## src/pkg/synth_loop_regs.svh

```systemverilog
/*
 * Constants of the synthesiser loop controller: rates, divider figures,
 * strobe timing and reset values.
 * Assumes a single 20 MHz system clock; included by bare name.
 */
`ifndef SYNTH_LOOP_REGS_SVH
`define SYNTH_LOOP_REGS_SVH

// clock and oscillator rates in Hz
`define CLK_HZ          20000000
`define OSC_HZ          4800000
`define STROBE_HZ       1200
`define PRESC_MAX_HZ    2500000

// one strobe period is four word slots, counted in oscillator edges
`define SLOT_EDGES      (`OSC_HZ / (`STROBE_HZ * 4))

// reference divide base per ratio_sel_b code, shifted by ratio_sel_a code
`define REF_BASE_GND    11'h0F0
`define REF_BASE_OPEN   11'h0C0
`define REF_BASE_WS1    11'h0A0
`define REF_BASE_WS2    11'h080

// range offset in 256-cycle prescaler periods (3840 and 36608)
`define RANGE_OFF_OPEN  8'h0F
`define RANGE_OFF_GND   8'h8F

// strobe patterns over slots 0..3, bit i taken at the end of slot i
`define PAT_GND         4'h0
`define PAT_OPEN        4'hF
`define PAT_WS1         4'h3
`define PAT_WS2         4'h5

// reset values
`define RST_CHANNEL     16'h0000
`define RST_PERIOD      8'h01

`endif

```

## src/pkg/synth_loop_pkg.sv

```systemverilog
/*
 * Types of the synthesiser loop controller.
 * Assumes nothing beyond a SystemVerilog compiler.
 */
package synth_loop_pkg;

  // decoded state of a ratio select pin
  typedef enum logic [1:0] {
    STRAP_GND  = 2'b00,
    STRAP_OPEN = 2'b01,
    STRAP_WS1  = 2'b10,
    STRAP_WS2  = 2'b11
  } strap_t;

  // which half of the count period the 8-bit counter is in
  typedef enum logic {
    PASS_CHAN  = 1'b0,
    PASS_RANGE = 1'b1
  } pass_t;

endpackage

```

## src/pkg/phase_cmp_if.sv

```systemverilog
/*
 * Carrier between the divider core and the phase/frequency comparator.
 * Assumes both ends run on the same clock.
 */
`timescale 1ns/1ns
interface phase_cmp_if;
  logic ref_tick;
  logic vco_tick;
  logic pump_up;
  logic pump_down;
  logic locked;

  modport src (output ref_tick, output vco_tick,
               input pump_up, input pump_down, input locked);
  modport cmp (input ref_tick, input vco_tick,
               output pump_up, output pump_down, output locked);
endinterface

```

## src/phase_cmp.sv

```systemverilog
/*
 * Phase/frequency comparator: two set/reset flags driven by the divided
 * reference and divided VCO ticks, plus a registered lock level.
 * Assumes one-cycle ticks from the divider core on the same clock.
 */
`timescale 1ns/1ns
module phase_cmp (
  // clock and reset
  input  wire logic CLK,
  input  wire logic ARST_N,
  // divider side
  phase_cmp_if.cmp  pc
);

  logic up_q, up_d;
  logic dn_q, dn_d;
  logic lock_q, lock_d;
  logic both;

  ////////////////////////////////////////////////////////////////////////
  // edge flags; a simultaneous pair clears both, so no pulse appears
  assign both   = (up_q | pc.ref_tick) & (dn_q | pc.vco_tick);
  assign up_d   = (up_q | pc.ref_tick) & ~both;
  assign dn_d   = (dn_q | pc.vco_tick) & ~both;
  assign lock_d = ~(up_d | dn_d);

  // flags and lock register
  always_ff @(posedge CLK or negedge ARST_N) begin
    if (!ARST_N) begin
      up_q   <= 1'b0;
      dn_q   <= 1'b0;
      lock_q <= 1'b0;
    end else begin
      up_q   <= up_d;
      dn_q   <= dn_d;
      lock_q <= lock_d;
    end
  end

  assign pc.pump_up   = up_q;
  assign pc.pump_down = dn_q;
  assign pc.locked    = lock_q;

  ////////////////////////////////////////////////////////////////////////
  // checks
  chk_pump_exclusive: assert property (@(posedge CLK) disable iff (!ARST_N)
    !(up_q && dn_q)) else $error("pump up and down both active");
  chk_ref_leads: assert property (@(posedge CLK) disable iff (!ARST_N)
    (pc.ref_tick && !pc.vco_tick && !dn_q) |=> up_q) else $error("lead not pumped up");
  chk_coincide_quiet: assert property (@(posedge CLK) disable iff (!ARST_N)
    (pc.ref_tick && pc.vco_tick && !up_q && !dn_q) |=> (!up_q && !dn_q))
    else $error("coincident edges produced a pulse");
  chk_lock_release: assert property (@(posedge CLK) disable iff (!ARST_N)
    (up_q || dn_q) |-> !lock_q) else $error("lock held during phase error");

  cov_pump_up:   cover property (@(posedge CLK) disable iff (!ARST_N) $rose(up_q));
  cov_pump_down: cover property (@(posedge CLK) disable iff (!ARST_N) $rose(dn_q));

endmodule

```

## src/synth_loop_controller.sv

```systemverilog
/*
 * Synthesiser loop controller: reference divider with strap decode,
 * data strobes and word capture, four-modulus programmable divider and
 * open-drain comparator outputs.
 * Assumes a 20 MHz CLK, an oscillator and prescaler output each well below
 * half of it, and external pull-ups on the strap and open-drain pins.
 */
`timescale 1ns/1ns
`include "synth_loop_regs.svh"
module synth_loop_controller (
  // clock and reset
  input  wire logic       CLK,
  input  wire logic       ARST_N,
  // oscillator and prescaler
  input  wire logic       OSC_IN,
  input  wire logic       PRESC_IN,
  output logic [1:0]      MOD_CTL,
  // straps and range
  input  wire logic       RATIO_SEL_A,
  input  wire logic       RATIO_SEL_B,
  input  wire logic       RANGE_OPEN,
  // channel word inputs
  input  wire logic       PROG_WORD_BIT0,
  input  wire logic       PROG_WORD_BIT1,
  input  wire logic       PROG_WORD_BIT2,
  input  wire logic       PROG_WORD_BIT3,
  // word strobes
  output logic            WORD_STROBE_ONE_O,
  output logic            WORD_STROBE_ONE_OE,
  input  wire logic       WORD_STROBE_ONE_I,
  output logic            WORD_STROBE_TWO_O,
  output logic            WORD_STROBE_TWO_OE,
  input  wire logic       WORD_STROBE_TWO_I,
  // open-drain comparator outputs
  output logic            PUMP_UP_O,
  output logic            PUMP_UP_OE,
  output logic            PUMP_DOWN_O,
  output logic            PUMP_DOWN_OE,
  output logic            LOCK_O,
  output logic            LOCK_OE
);

  // strap history decode; an unknown pattern keeps the previous state
  function automatic synth_loop_pkg::strap_t decode_strap(
    input logic [3:0] hist, input synth_loop_pkg::strap_t prev);
    case (hist)
      `PAT_GND:  decode_strap = synth_loop_pkg::STRAP_GND;
      `PAT_OPEN: decode_strap = synth_loop_pkg::STRAP_OPEN;
      `PAT_WS1:  decode_strap = synth_loop_pkg::STRAP_WS1;
      `PAT_WS2:  decode_strap = synth_loop_pkg::STRAP_WS2;
      default:   decode_strap = prev;
    endcase
  endfunction

  ////////////////////////////////////////////////////////////////////////
  // pin synchronisers: three stages, a change counts once 2 and 3 agree
  localparam int SW = 11;
  logic [SW-1:0] pins, s1_q, s2_q, s3_q, flt_q, flt_d;
  logic          osc_q;
  logic          osc_edge, presc_edge;
  logic          ws1_in, ws2_in, sel_a_in, sel_b_in, range_open;
  logic [3:0]    word_in;

  assign pins = {RANGE_OPEN, PROG_WORD_BIT3, PROG_WORD_BIT2, PROG_WORD_BIT1,
                 PROG_WORD_BIT0, RATIO_SEL_B, RATIO_SEL_A, WORD_STROBE_TWO_I,
                 WORD_STROBE_ONE_I, PRESC_IN, OSC_IN};
  assign flt_d = (~(s2_q ^ s3_q) & s3_q) | ((s2_q ^ s3_q) & flt_q);

  always_ff @(posedge CLK or negedge ARST_N) begin
    if (!ARST_N) begin
      s1_q  <= '0;
      s2_q  <= '0;
      s3_q  <= '0;
      flt_q <= '0;
      osc_q <= 1'b0;
    end else begin
      s1_q  <= pins;
      s2_q  <= s1_q;
      s3_q  <= s2_q;
      flt_q <= flt_d;
      osc_q <= flt_q[0];
    end
  end

  // named views of the filtered pins
  logic presc_prev_q;
  assign osc_edge   = flt_q[0] & ~osc_q;
  assign presc_edge = flt_q[1] & ~presc_prev_q;
  assign ws1_in     = flt_q[2];
  assign ws2_in     = flt_q[3];
  assign sel_a_in   = flt_q[4];
  assign sel_b_in   = flt_q[5];
  assign word_in    = flt_q[9:6];
  assign range_open = flt_q[10];

  ////////////////////////////////////////////////////////////////////////
  // word slots: fixed oscillator edge count, independent of the ratio
  logic [9:0] slot_cnt_q;
  logic [1:0] slot_q;
  logic       slot_end;
  logic       ws1_q, ws2_q;

  assign slot_end = osc_edge && (slot_cnt_q == 10'(`SLOT_EDGES - 1));

  always_ff @(posedge CLK or negedge ARST_N) begin
    if (!ARST_N) begin
      slot_cnt_q   <= '0;
      slot_q       <= 2'h0;
      ws1_q        <= 1'b1;
      ws2_q        <= 1'b1;
      presc_prev_q <= 1'b0;
    end else begin
      presc_prev_q <= flt_q[1];
      if (slot_end) begin
        slot_cnt_q <= '0;
        slot_q     <= slot_q + 2'h1;
        ws1_q      <= ~slot_q[1] ^ slot_q[0];
        ws2_q      <= slot_q[0];
      end else if (osc_edge) begin
        slot_cnt_q <= slot_cnt_q + 10'h001;
      end
    end
  end

  // strobes are plain totem-pole outputs; grounding one is read back
  assign WORD_STROBE_ONE_O  = ws1_q;
  assign WORD_STROBE_ONE_OE = 1'b1;
  assign WORD_STROBE_TWO_O  = ws2_q;
  assign WORD_STROBE_TWO_OE = 1'b1;

  ////////////////////////////////////////////////////////////////////////
  // hold detect, strap history and channel word capture
  logic                   hold_q;
  logic [3:0]             hist_a_q, hist_b_q;
  logic [11:0]            stage_q;
  logic [15:0]            chan_q;
  synth_loop_pkg::strap_t sel_a_q, sel_b_q;
  logic                   commit;

  // only judged in slots where strobe two is driven high
  assign commit = slot_end && (slot_q == 2'h3) && !hold_q;

  always_ff @(posedge CLK or negedge ARST_N) begin
    if (!ARST_N) begin
      hold_q   <= 1'b0;
      hist_a_q <= '0;
      hist_b_q <= '0;
      stage_q  <= '0;
      chan_q   <= `RST_CHANNEL;
      sel_a_q  <= synth_loop_pkg::STRAP_GND;
      sel_b_q  <= synth_loop_pkg::STRAP_GND;
    end else if (slot_end) begin
      if (ws2_q) begin
        hold_q <= ~ws2_in;
      end
      hist_a_q[slot_q] <= sel_a_in;
      hist_b_q[slot_q] <= sel_b_in;
      if (slot_q != 2'h3) begin
        stage_q[{slot_q, 2'b00} +: 4] <= word_in;
      end
      if (commit) begin
        chan_q  <= {word_in, stage_q};
        sel_a_q <= decode_strap({sel_a_in, hist_a_q[2:0]}, sel_a_q);
        sel_b_q <= decode_strap({sel_b_in, hist_b_q[2:0]}, sel_b_q);
      end
    end
  end

  ////////////////////////////////////////////////////////////////////////
  // reference divider: base by ratio_sel_b row, doubled per ratio_sel_a step
  logic [10:0] ref_base, ratio_w, ref_cnt_q;
  logic        ref_tick_q, ref_wrap;

  assign ref_base = (sel_b_q == synth_loop_pkg::STRAP_GND)  ? `REF_BASE_GND  :
                    (sel_b_q == synth_loop_pkg::STRAP_OPEN) ? `REF_BASE_OPEN :
                    (sel_b_q == synth_loop_pkg::STRAP_WS1)  ? `REF_BASE_WS1  :
                                                              `REF_BASE_WS2;
  assign ratio_w  = ref_base << sel_a_q;
  assign ref_wrap = osc_edge && (ref_cnt_q >= ratio_w - 11'h001);

  always_ff @(posedge CLK or negedge ARST_N) begin
    if (!ARST_N) begin
      ref_cnt_q  <= '0;
      ref_tick_q <= 1'b0;
    end else begin
      ref_tick_q <= ref_wrap;
      if (ref_wrap) begin
        ref_cnt_q <= '0;
      end else if (osc_edge) begin
        ref_cnt_q <= ref_cnt_q + 11'h001;
      end
    end
  end

  ////////////////////////////////////////////////////////////////////////
  // programmable divider: the 8-bit counter runs a channel pass, then a
  // range pass; the 4-bit counters add +1 and +16 prescaler cycles
  synth_loop_pkg::pass_t pass_q, pass_d;
  logic [7:0] per_q, per_d, range_off;
  logic [3:0] unit_q, unit_d, six_q, six_d;
  logic [1:0] mc_q;
  logic       vco_tick_q, per_last, cycle_end;

  assign range_off = range_open ? `RANGE_OFF_OPEN : `RANGE_OFF_GND;
  assign per_last  = presc_edge && (per_q == 8'h01);
  assign cycle_end = per_last && (pass_q == synth_loop_pkg::PASS_RANGE);

  // next state of the divide cycle
  always_comb begin
    pass_d = pass_q;
    per_d  = per_q;
    unit_d = unit_q;
    six_d  = six_q;
    if (presc_edge) begin
      per_d  = per_q - 8'h01;
      unit_d = (unit_q != 4'h0) ? unit_q - 4'h1 : 4'h0;
      six_d  = (six_q != 4'h0) ? six_q - 4'h1 : 4'h0;
    end
    if (per_last && pass_q == synth_loop_pkg::PASS_CHAN) begin
      pass_d = synth_loop_pkg::PASS_RANGE;
      per_d  = range_off;
    end
    if (cycle_end) begin
      unit_d = chan_q[3:0];
      six_d  = chan_q[7:4];
      if (chan_q[15:8] != 8'h00) begin
        pass_d = synth_loop_pkg::PASS_CHAN;
        per_d  = chan_q[15:8];
      end else begin
        pass_d = synth_loop_pkg::PASS_RANGE;
        per_d  = range_off;
      end
    end
  end

  // divider registers; modulus lines follow the counter state
  always_ff @(posedge CLK or negedge ARST_N) begin
    if (!ARST_N) begin
      pass_q     <= synth_loop_pkg::PASS_RANGE;
      per_q      <= `RST_PERIOD;
      unit_q     <= 4'h0;
      six_q      <= 4'h0;
      mc_q       <= 2'b00;
      vco_tick_q <= 1'b0;
    end else begin
      pass_q     <= pass_d;
      per_q      <= per_d;
      unit_q     <= unit_d;
      six_q      <= six_d;
      mc_q       <= {six_d != 4'h0, unit_d != 4'h0};
      vco_tick_q <= cycle_end;
    end
  end

  assign MOD_CTL = mc_q;

  ////////////////////////////////////////////////////////////////////////
  // comparator and open-drain pins: data low, enable only to pull down
  phase_cmp_if pc_bus ();
  assign pc_bus.ref_tick = ref_tick_q;
  assign pc_bus.vco_tick = vco_tick_q;

  phase_cmp u_cmp (
    .CLK    (CLK),
    .ARST_N (ARST_N),
    .pc     (pc_bus.cmp)
  );

  assign PUMP_UP_O    = 1'b0;
  assign PUMP_UP_OE   = pc_bus.pump_up;
  assign PUMP_DOWN_O  = 1'b0;
  assign PUMP_DOWN_OE = pc_bus.pump_down;
  assign LOCK_O       = 1'b0;
  assign LOCK_OE      = pc_bus.locked;

  ////////////////////////////////////////////////////////////////////////
  // checks
  chk_ratio_frozen: assert property (@(posedge CLK) disable iff (!ARST_N)
    (hold_q && slot_end) |=> ($stable(sel_a_q) && $stable(sel_b_q)))
    else $error("ratio changed while held");
  chk_channel_frozen: assert property (@(posedge CLK) disable iff (!ARST_N)
    (hold_q && slot_end) |=> $stable(chan_q)) else $error("channel changed while held");
  chk_top_word_last: assert property (@(posedge CLK) disable iff (!ARST_N)
    commit |=> (chan_q[15:12] == $past(word_in) && chan_q[3:0] == $past(stage_q[3:0])))
    else $error("word order wrong");
  chk_slot_code: assert property (@(posedge CLK) disable iff (!ARST_N)
    (slot_end && slot_q == 2'h0) |=> (WORD_STROBE_ONE_O && !WORD_STROBE_TWO_O))
    else $error("second slot code wrong");
  // strobes may only move on the cycle after a slot end, never with the ratio
  chk_slot_length: assert property (@(posedge CLK) disable iff (!ARST_N)
    ($changed(ws1_q) || $changed(ws2_q)) |-> $past(slot_end))
    else $error("strobe moved outside a slot end");
  // skip the tick right after a commit: the count may still run on the old ratio
  chk_ref_period: assert property (@(posedge CLK) disable iff (!ARST_N)
    (ref_tick_q && $stable(sel_a_q) && $stable(sel_b_q)
     && sel_a_q == synth_loop_pkg::STRAP_WS1 && sel_b_q == synth_loop_pkg::STRAP_WS2)
    |-> ($past(ref_cnt_q) == 11'h1FF))
    else $error("strobe strap ratio not 512");
  chk_cycle_reload: assert property (@(posedge CLK) disable iff (!ARST_N)
    (cycle_end && chan_q[15:8] == 8'h00) |=> (per_q == range_off && unit_q == chan_q[3:0]))
    else $error("cycle reload wrong");
  chk_mod_unit: assert property (@(posedge CLK) disable iff (!ARST_N)
    MOD_CTL[0] |-> (unit_q != 4'h0)) else $error("modulus line without count");
  chk_od_never_high: assert property (@(posedge CLK) disable iff (!ARST_N)
    !(PUMP_UP_O || PUMP_DOWN_O || LOCK_O)) else $error("open drain drove high");

  cov_hold:     cover property (@(posedge CLK) disable iff (!ARST_N) $rose(hold_q));
  cov_commit:   cover property (@(posedge CLK) disable iff (!ARST_N) commit);
  cov_vco_tick: cover property (@(posedge CLK) disable iff (!ARST_N) vco_tick_q);

endmodule

```

## config.mk

```make
export PLATFORM = sky130hd
export DESIGN_NAME = synth_loop_controller
export DESIGN_NICKNAME = d
export VERILOG_FILES = /design/src/pkg/synth_loop_pkg.sv /design/src/pkg/phase_cmp_if.sv /design/src/phase_cmp.sv /design/src/synth_loop_controller.sv
export VERILOG_INCLUDE_DIRS = /design/src /design/src/pkg
export SDC_FILE = /design/constraint.sdc
export NUM_CORES = 1
export LEC_CHECK = 0
export BUFFER_PORTS_ARGS = -buffer_cell sky130_fd_sc_hd__buf_2
export CAP_MARGIN = 30
export CELL_PAD_IN_SITES_DETAIL_PLACEMENT = 0
export CELL_PAD_IN_SITES_GLOBAL_PLACEMENT = 1
export CORE_ASPECT_RATIO = 1.75
export CORE_MARGIN = 10
export CORE_UTILIZATION = 50
export DETAILED_ROUTE_END_ITERATION = 10
export PLACE_DENSITY_LB_ADDON = 0.1
export SYNTH_ARGS = -nofsm -noshare
export SYNTH_HDL_FRONTEND = slang
export SYNTH_SLANG_ARGS = --single-unit
```

## constraint.sdc

```tcl
create_clock -name CLK -period 5.14 [get_ports CLK]
set_clock_uncertainty 0.05 [all_clocks]
set_input_delay 0 -clock CLK [delete_from_list [all_inputs] [get_ports CLK]]
set_output_delay 0 -clock CLK [all_outputs]
set_load 0.01 [all_outputs]
```

# Word level (Yosys, flattened, before mapping)
# Index checks and enable logic that the tools add are counted.
[totals]
register_bits = 136
out_inout_bits = 12
inputBits = 13
[op_classes]
bitwise_logic = 21
shifts = 3
magnitude_cmp = 3
reduce_logical = 28
eq_ne = 12
mux = 28
addsub = 8
[op_table]
columns = ["cell", "n"]
rows = [
  ["8-bit 2-to-1 mux", 5],
  ["4-bit 2-to-1 mux", 6],
  ["4-bit nonzero test", 6],
  ["11-bit AND", 2],
  ["11-bit 2-to-1 mux", 2],
  ["10-bit 2-to-1 mux", 2],
  ["2-bit one-hot mux with 4 select lines", 2],
  ["7-bit 2-to-1 mux", 2],
  ["12-bit bitwise mux", 1],
  ["4-bit by 6-bit variable shift with 12-bit output, first input constant", 1],
  ["4-bit by 6-bit indexed part select with 12-bit output", 1],
  ["11-bit by 1-bit adder with 11-bit output, second input constant", 1],
  ["11-bit >= comparator", 1],
  ["11-bit inverter", 1],
  ["11-bit OR", 1],
  ["8-bit by 2-bit left shift with 11-bit output", 1],
  ["11-bit by 1-bit subtractor with 11-bit output, second input constant", 1],
  ["11-bit bitwise XOR", 1],
  ["10-bit by 1-bit adder with 10-bit output, second input constant", 1],
  ["10-bit equality test, second input constant", 1],
  ["4-bit bitwise mux", 2],
  ["4-bit by 2-bit equality test with 1-bit output, second input constant", 2],
  ["4-bit by 3-bit equality test with 1-bit output, second input constant", 2],
  ["4-bit equality test, second input constant", 2],
  ["other kinds (26)", 56],
]

# Logic depth before layout (Yosys ltp)
[depth]
ltp_word = 9
ltp_mapped = 14
depth_no_buf = 13

# Modules after synthesis
# Synthesis repeated with hierarchy kept, for this count alone.
[hier_totals]
cells_unflattened = 525
area_unflattened_um2 = 5726.7
[modules_own_cells]
columns = ["mod", "area_per_inst_um2", "instances", "seq_area_each_um2", "cells_per_inst"]
rows = [
  ["synth_loop_controller", 5606.6, 1, 3183.1, 516],
  ["phase_cmp", 120.1, 1, 75.1, 9],
]

# Worst setup path before layout
# No wires, ideal clock.
[synth_timing]
path_kind = "register -> register"
from = "register sel_b_q[0]"
to = "register ref_cnt_q[2]"
period_less_slack_ns = 3.032
t_arrival_ns = 2.858
required_ns = 4.966
setup_time_ns = 0.124
stages_incl_launch_ff = 13
path_slack_ns = 2.108
path_cell_list = "dfrtp_1 clkbuf_1 nor2_1 nand3_1 ha_1 a31oi_1 o221ai_1 ha_1 nand4_1 or4_1 nand4_1 nor3b_1 a211o_1"
[synth_via]
elab_chain_cells = 9
[synth_rtl]
columns = ["element", "line_no", "text"]
rows = [
  ["start: declaration", "synth_loop_controller.sv:137", "synth_loop_pkg::strap_t sel_a_q, sel_b_q;"],
  ["start signal: assignment", "synth_loop_controller.sv:151", "sel_b_q <= synth_loop_pkg::STRAP_GND;"],
  ["start signal: assignment", "synth_loop_controller.sv:164", "sel_b_q <= decode_strap({sel_b_in, hist_b_q[2:0]}, sel_b_q);"],
  ["2-bit equality test", "synth_loop_controller.sv:176", "(sel_b_q == synth_loop_pkg::STRAP_WS1) ? `REF_BASE_WS1 :"],
  ["6-bit 2-to-1 mux (no source line)", "--", ""],
  ["7-bit 2-to-1 mux (no source line)", "--", ""],
  ["7-bit 2-to-1 mux (no source line) (*)", "--", ""],
  ["8-bit by 2-bit left shift with 11-bit output (*)", "synth_loop_controller.sv:178", "assign ratio_w = ref_base << sel_a_q;"],
  ["11-bit by 1-bit subtractor with 11-bit output (*)", "synth_loop_controller.sv:179", "assign ref_wrap = osc_edge && (ref_cnt_q >= ratio_w - 11'h001);"],
  ["11-bit >= comparator (*)", "synth_loop_controller.sv:179", ""],
  ["1-bit logical AND (*)", "synth_loop_controller.sv:179", ""],
  ["11-bit 2-to-1 mux or 2-bit nonzero test (tied branches)", "--", ""],
  ["end signal: assignment", "synth_loop_controller.sv:190", "ref_cnt_q <= ref_cnt_q + 11'h001;"],
  ["end: declaration", "synth_loop_controller.sv:171", "logic [10:0] ref_base, ratio_w, ref_cnt_q;"],
]
# Every way passes the cells marked *; elsewhere a longest branch is shown, timed or not.
# A chain may end at the register's enable or synchronous reset.

# Worst setup path in the final report
# Ends and elaborated chain as after synthesis.

==> results.yml <==
run_status:
  status: "finished clean"
floorplanning:
  row_count: 51
  dieHeight_um: 162
  io_pins: 25
  start_util_pct: 51.5
  fp.dieW_um: 101
  core_um2: 11200
  dieArea_um2: 16400
sta:
  relSlewSlack_pct: 48.2
  slew_violations: 0
  worst_pin_slew_ps: 776
  tns_ps: 0
  setup_slack_ps: 1840
  fmax_mhz: 303
  rsz0062_at_grt: "no"
  setup_viol: 0
  period_share_pct: 64.2
  period_minus_slack_ps: 3300
  hold_viol: 0
detailed_routing:
  wl_per_cell_um: 14.9
  antenna_left: 0
  drc: 0
  drt_iter0_drc: 129
  via_per_inst: 5.45
  vias: 3819
  wirelength_mm: 10.4
  firstDrtPassIters: 4
power_and_ir_drop:
  irDropWorstVdd_mv: 0.284
  seqPwrFrac_pct: 42.5
  finalPower_mw: 3.00
  sw_frac_of_total_pct: 25.9
  p_int_mw: 2.22
  p_leak_nw: 3.09
  pwr-share-comb_pct: 13.0
  p_sw_uw: 775
  p_per_area_nw_per_um2: 445
  pwr-share-clk_pct: 44.5
placed_design:
  hpwl_mm: 7.35
  place_worst_setup_slack_ps: 1810
  numPortBuffers: 18
  gp_congestion: 0.808
synth:
  synth_edf_count: 0
  synth-main-ff-cell: "dfrtp_1"
  synthArstFlopShare_pct: 100
  ys_warn_count: 0
  synthCells: 520
  synth_top_cell_by_area: "dfrtp_1"
  yosysTopAreaCellShare_pct: 54.9
  syn_area_um2: 5750
  synth.distinct_cells: 54
  syn_avg_cell_area_um2: 11.1
  synth-seq-cells: 130
  synthTopCellsByCount: "dfrtp_1, nand2_1, o21ai_0"
  synth-seq-area-share_pct: 56.7
  synth_area_leaders: "dfrtp_1, ha_1, nand2_1"
  yosys.cell_count.top_type: "dfrtp_1"
global_routing:
  overflow: 0
  track_usage_pct: 13.9
  grt_pass1_vias: 3845
  grt_max_degree: 79
  antenna_found_initial: 0
  grt_pass1_wl_mm: 18.4
worst_setup_path:
  cp.arrival_ps: 3540
  worstPathRequired_ps: 5380
  crit_path_start_kind: "register"
  critPathTopFamily: "simple AND/OR/NAND/NOR gates"
  path_cells: "nor2_1 > nand3_1 > ha_1 > a31oi_1 > o221ai_1 > ha_1 > nand4_1 > or4_1 > nand4_1 > nor3b_1 > a211o_1"
  worstPathMaxFanout: 11
  critPathCaptureType: "register"
  crit_path_max_incr_delay_ps: 590
  crit_slowest_cell: "or4_1"
  crit_buf_inv: 0
  critical_path_class: "register to register"
clock_network:
  numCtsBuffers: 17
  cts-resized-gates: 0
  postCtsSetupRepairBufs: 0
  cts-root-buf: "clkbuf_16"
  clock_latency_ps: 410
  cts_buffer_depth: 2
  path_clk_slew_ps: 50
  cts_tree: "built"
  clkSinkCount: 130
  h-tree-depth: 4
worst_hold_path:
  hold_path_class: "input pin to async pin"
finish:
  insertedDiodeCount: 0
  final_layout_size_suffix_gt1_share_pct: 13.5
  fin_nets: 590
  syn_to_final_growth_pct: 17.3
flow_run:
  drv_cap: 0
-- routing by layer --
metal,up-vias,GRT usage (%),part of all wire [%]
met1,1868,14.7,40
met4,0,5.92,1.6
li1,1901,-,-
met2,37,24.8,57
met3,13,3.95,2.2
met5,-,0,0
-- registers in the layout, indices dropped and copies added (netlist names), 3 cells and up, named ones only --
signal,flops
ref_cnt_q,11
slot_cnt_q,10
s2_q,10
s1_q,10
per_q,8
stage_q,12
hist_b_q,3
unit_q,4
s3_q,10
chan_q,16
six_q,4
hist_a_q,3
-- kinds of logic (layout without fill, tap and decap cells) --
| kind of cell | count (synthesis) | count (layout) | share of synthesized area (%) |
|---|---|---|---|
| XOR/XNOR | 15 | 15 | 2.29 |
| flip-flops | 130 | 130 | 56.7 |
| buffers and inverters | 33 | 79 | 2.81 |
| AND/OR/NAND/NOR | 187 | 187 | 17.0 |
| AO/OA/AOI/OAI | 100 | 100 | 10.4 |
| adder cells (fa/ha/maj) | 31 | 31 | 6.31 |
| multiplexers | 22 | 22 | 4.31 |
| other | 2 | 5 | 0.131 |
-- repair_timing --
action,4_1_cts,5_1_grt
hold buffers,11,0
endpoints found under the hold margin,62,0
setup endpoints to repair,0,0
-- per-stage QoR --
step           instances  hold WS, ps  area [µm²]  util [%]
3_5_place_dp         657         18.1        5930      53.1
5_1_grt              701          143        6740      60.4
4_1_cts              700          117        6710      60.1
2_1_floorplan        523         -346        5760         -
3_3_place_gp         656         7.78        5920      53.0
6_report             701          104        6740      60.4
-- power by group through the flow --
stage          Clock [mW]  Combinational, mW  Sequential (mW)
2_1_floorplan           0              0.285             1.26
3_3_place_gp            0              0.369             1.29
3_5_place_dp            0              0.385             1.29
4_1_cts              1.37              0.395             1.28
5_1_grt              1.42              0.453             1.30
6_report             1.33              0.390             1.27
-- layout make-up --
| type | count | area, µm² |
|---|---|---|
| clock buffers | 21 | 470 |
| repair buffers | 33 | 256 |
| inverters | 14 | 52.6 |
| fillers | 943 | 4430 |
| multi-input cells | 360 | 2340 |
| well taps | 132 | 165 |
| clock inverters | 11 | 198 |
| flip-flops and latches | 130 | 3260 |
-- path summary, 6_finish.rpt --
check                      cells past startpoint                    from  slack (ps)                        to
hold / removal                                 2                  ARST_N         100                 async pin
hold reg to reg                                0       s1_q[5]$_DFF_PN0_         300         s2_q[5]$_DFF_PN0_
setup / recovery                              11  sel_b_q[0]$_DFFE_PN0P_        1840  ref_cnt_q[2]$_DFFE_PN0P_
min in group CLK                               2          PROG_WORD_BIT2         170         s1_q[8]$_DFF_PN0_
max in group asynchronous                      4                  ARST_N        3930      per_q[0]$_DFFE_PN1P_
setup reg to reg                              11  sel_b_q[0]$_DFFE_PN0P_        1840  ref_cnt_q[2]$_DFFE_PN0P_
-- worst register-to-register path: cells and delay by family, from the launching register on --
kind / cells / cell delay (ps)
AO/OA/AOI/OAI: 3 / 640
adder cells (fa/ha/maj): 2 / 590
flip-flops: 1 / 510
AND/OR/NAND/NOR: 6 / 1410
-- placed cells by master, fill, tap and decap left out, types with 4 or more instances in the layout --
cell           synthesis  layout
a21o_1                 5       5
a21oi_1               19      19
a31oi_1                6       6
buf_2                  3      17
bufinv_16              0       5
clkbuf_16              0      17
conb_1                 2       5
dfrtp_1              126     126
dfstp_2                4       4
dlygate4sd3_1          0      11
ha_1                  21      21
inv_1                 14      14
maj3_1                10      10
mux2_1                16      16
mux2_2                 6       6
nand2_1               68      68
nand2b_1               5       5
nand3_1               18      18
nand3b_1               7       7
nand4_1                5       5
nand4b_1               5       5
nor2_1                29      29
nor3_1                12      12
nor3b_1                5       5
o21a_1                 5       5
o21ai_0               39      39
o21ai_1                5       5
or2_2                  5       5
or3_1                  6       6
or4_1                  5       5
xnor2_1                6       6
xor2_1                 9       9
No activity file was read; power rests on OpenSTA's default activity.
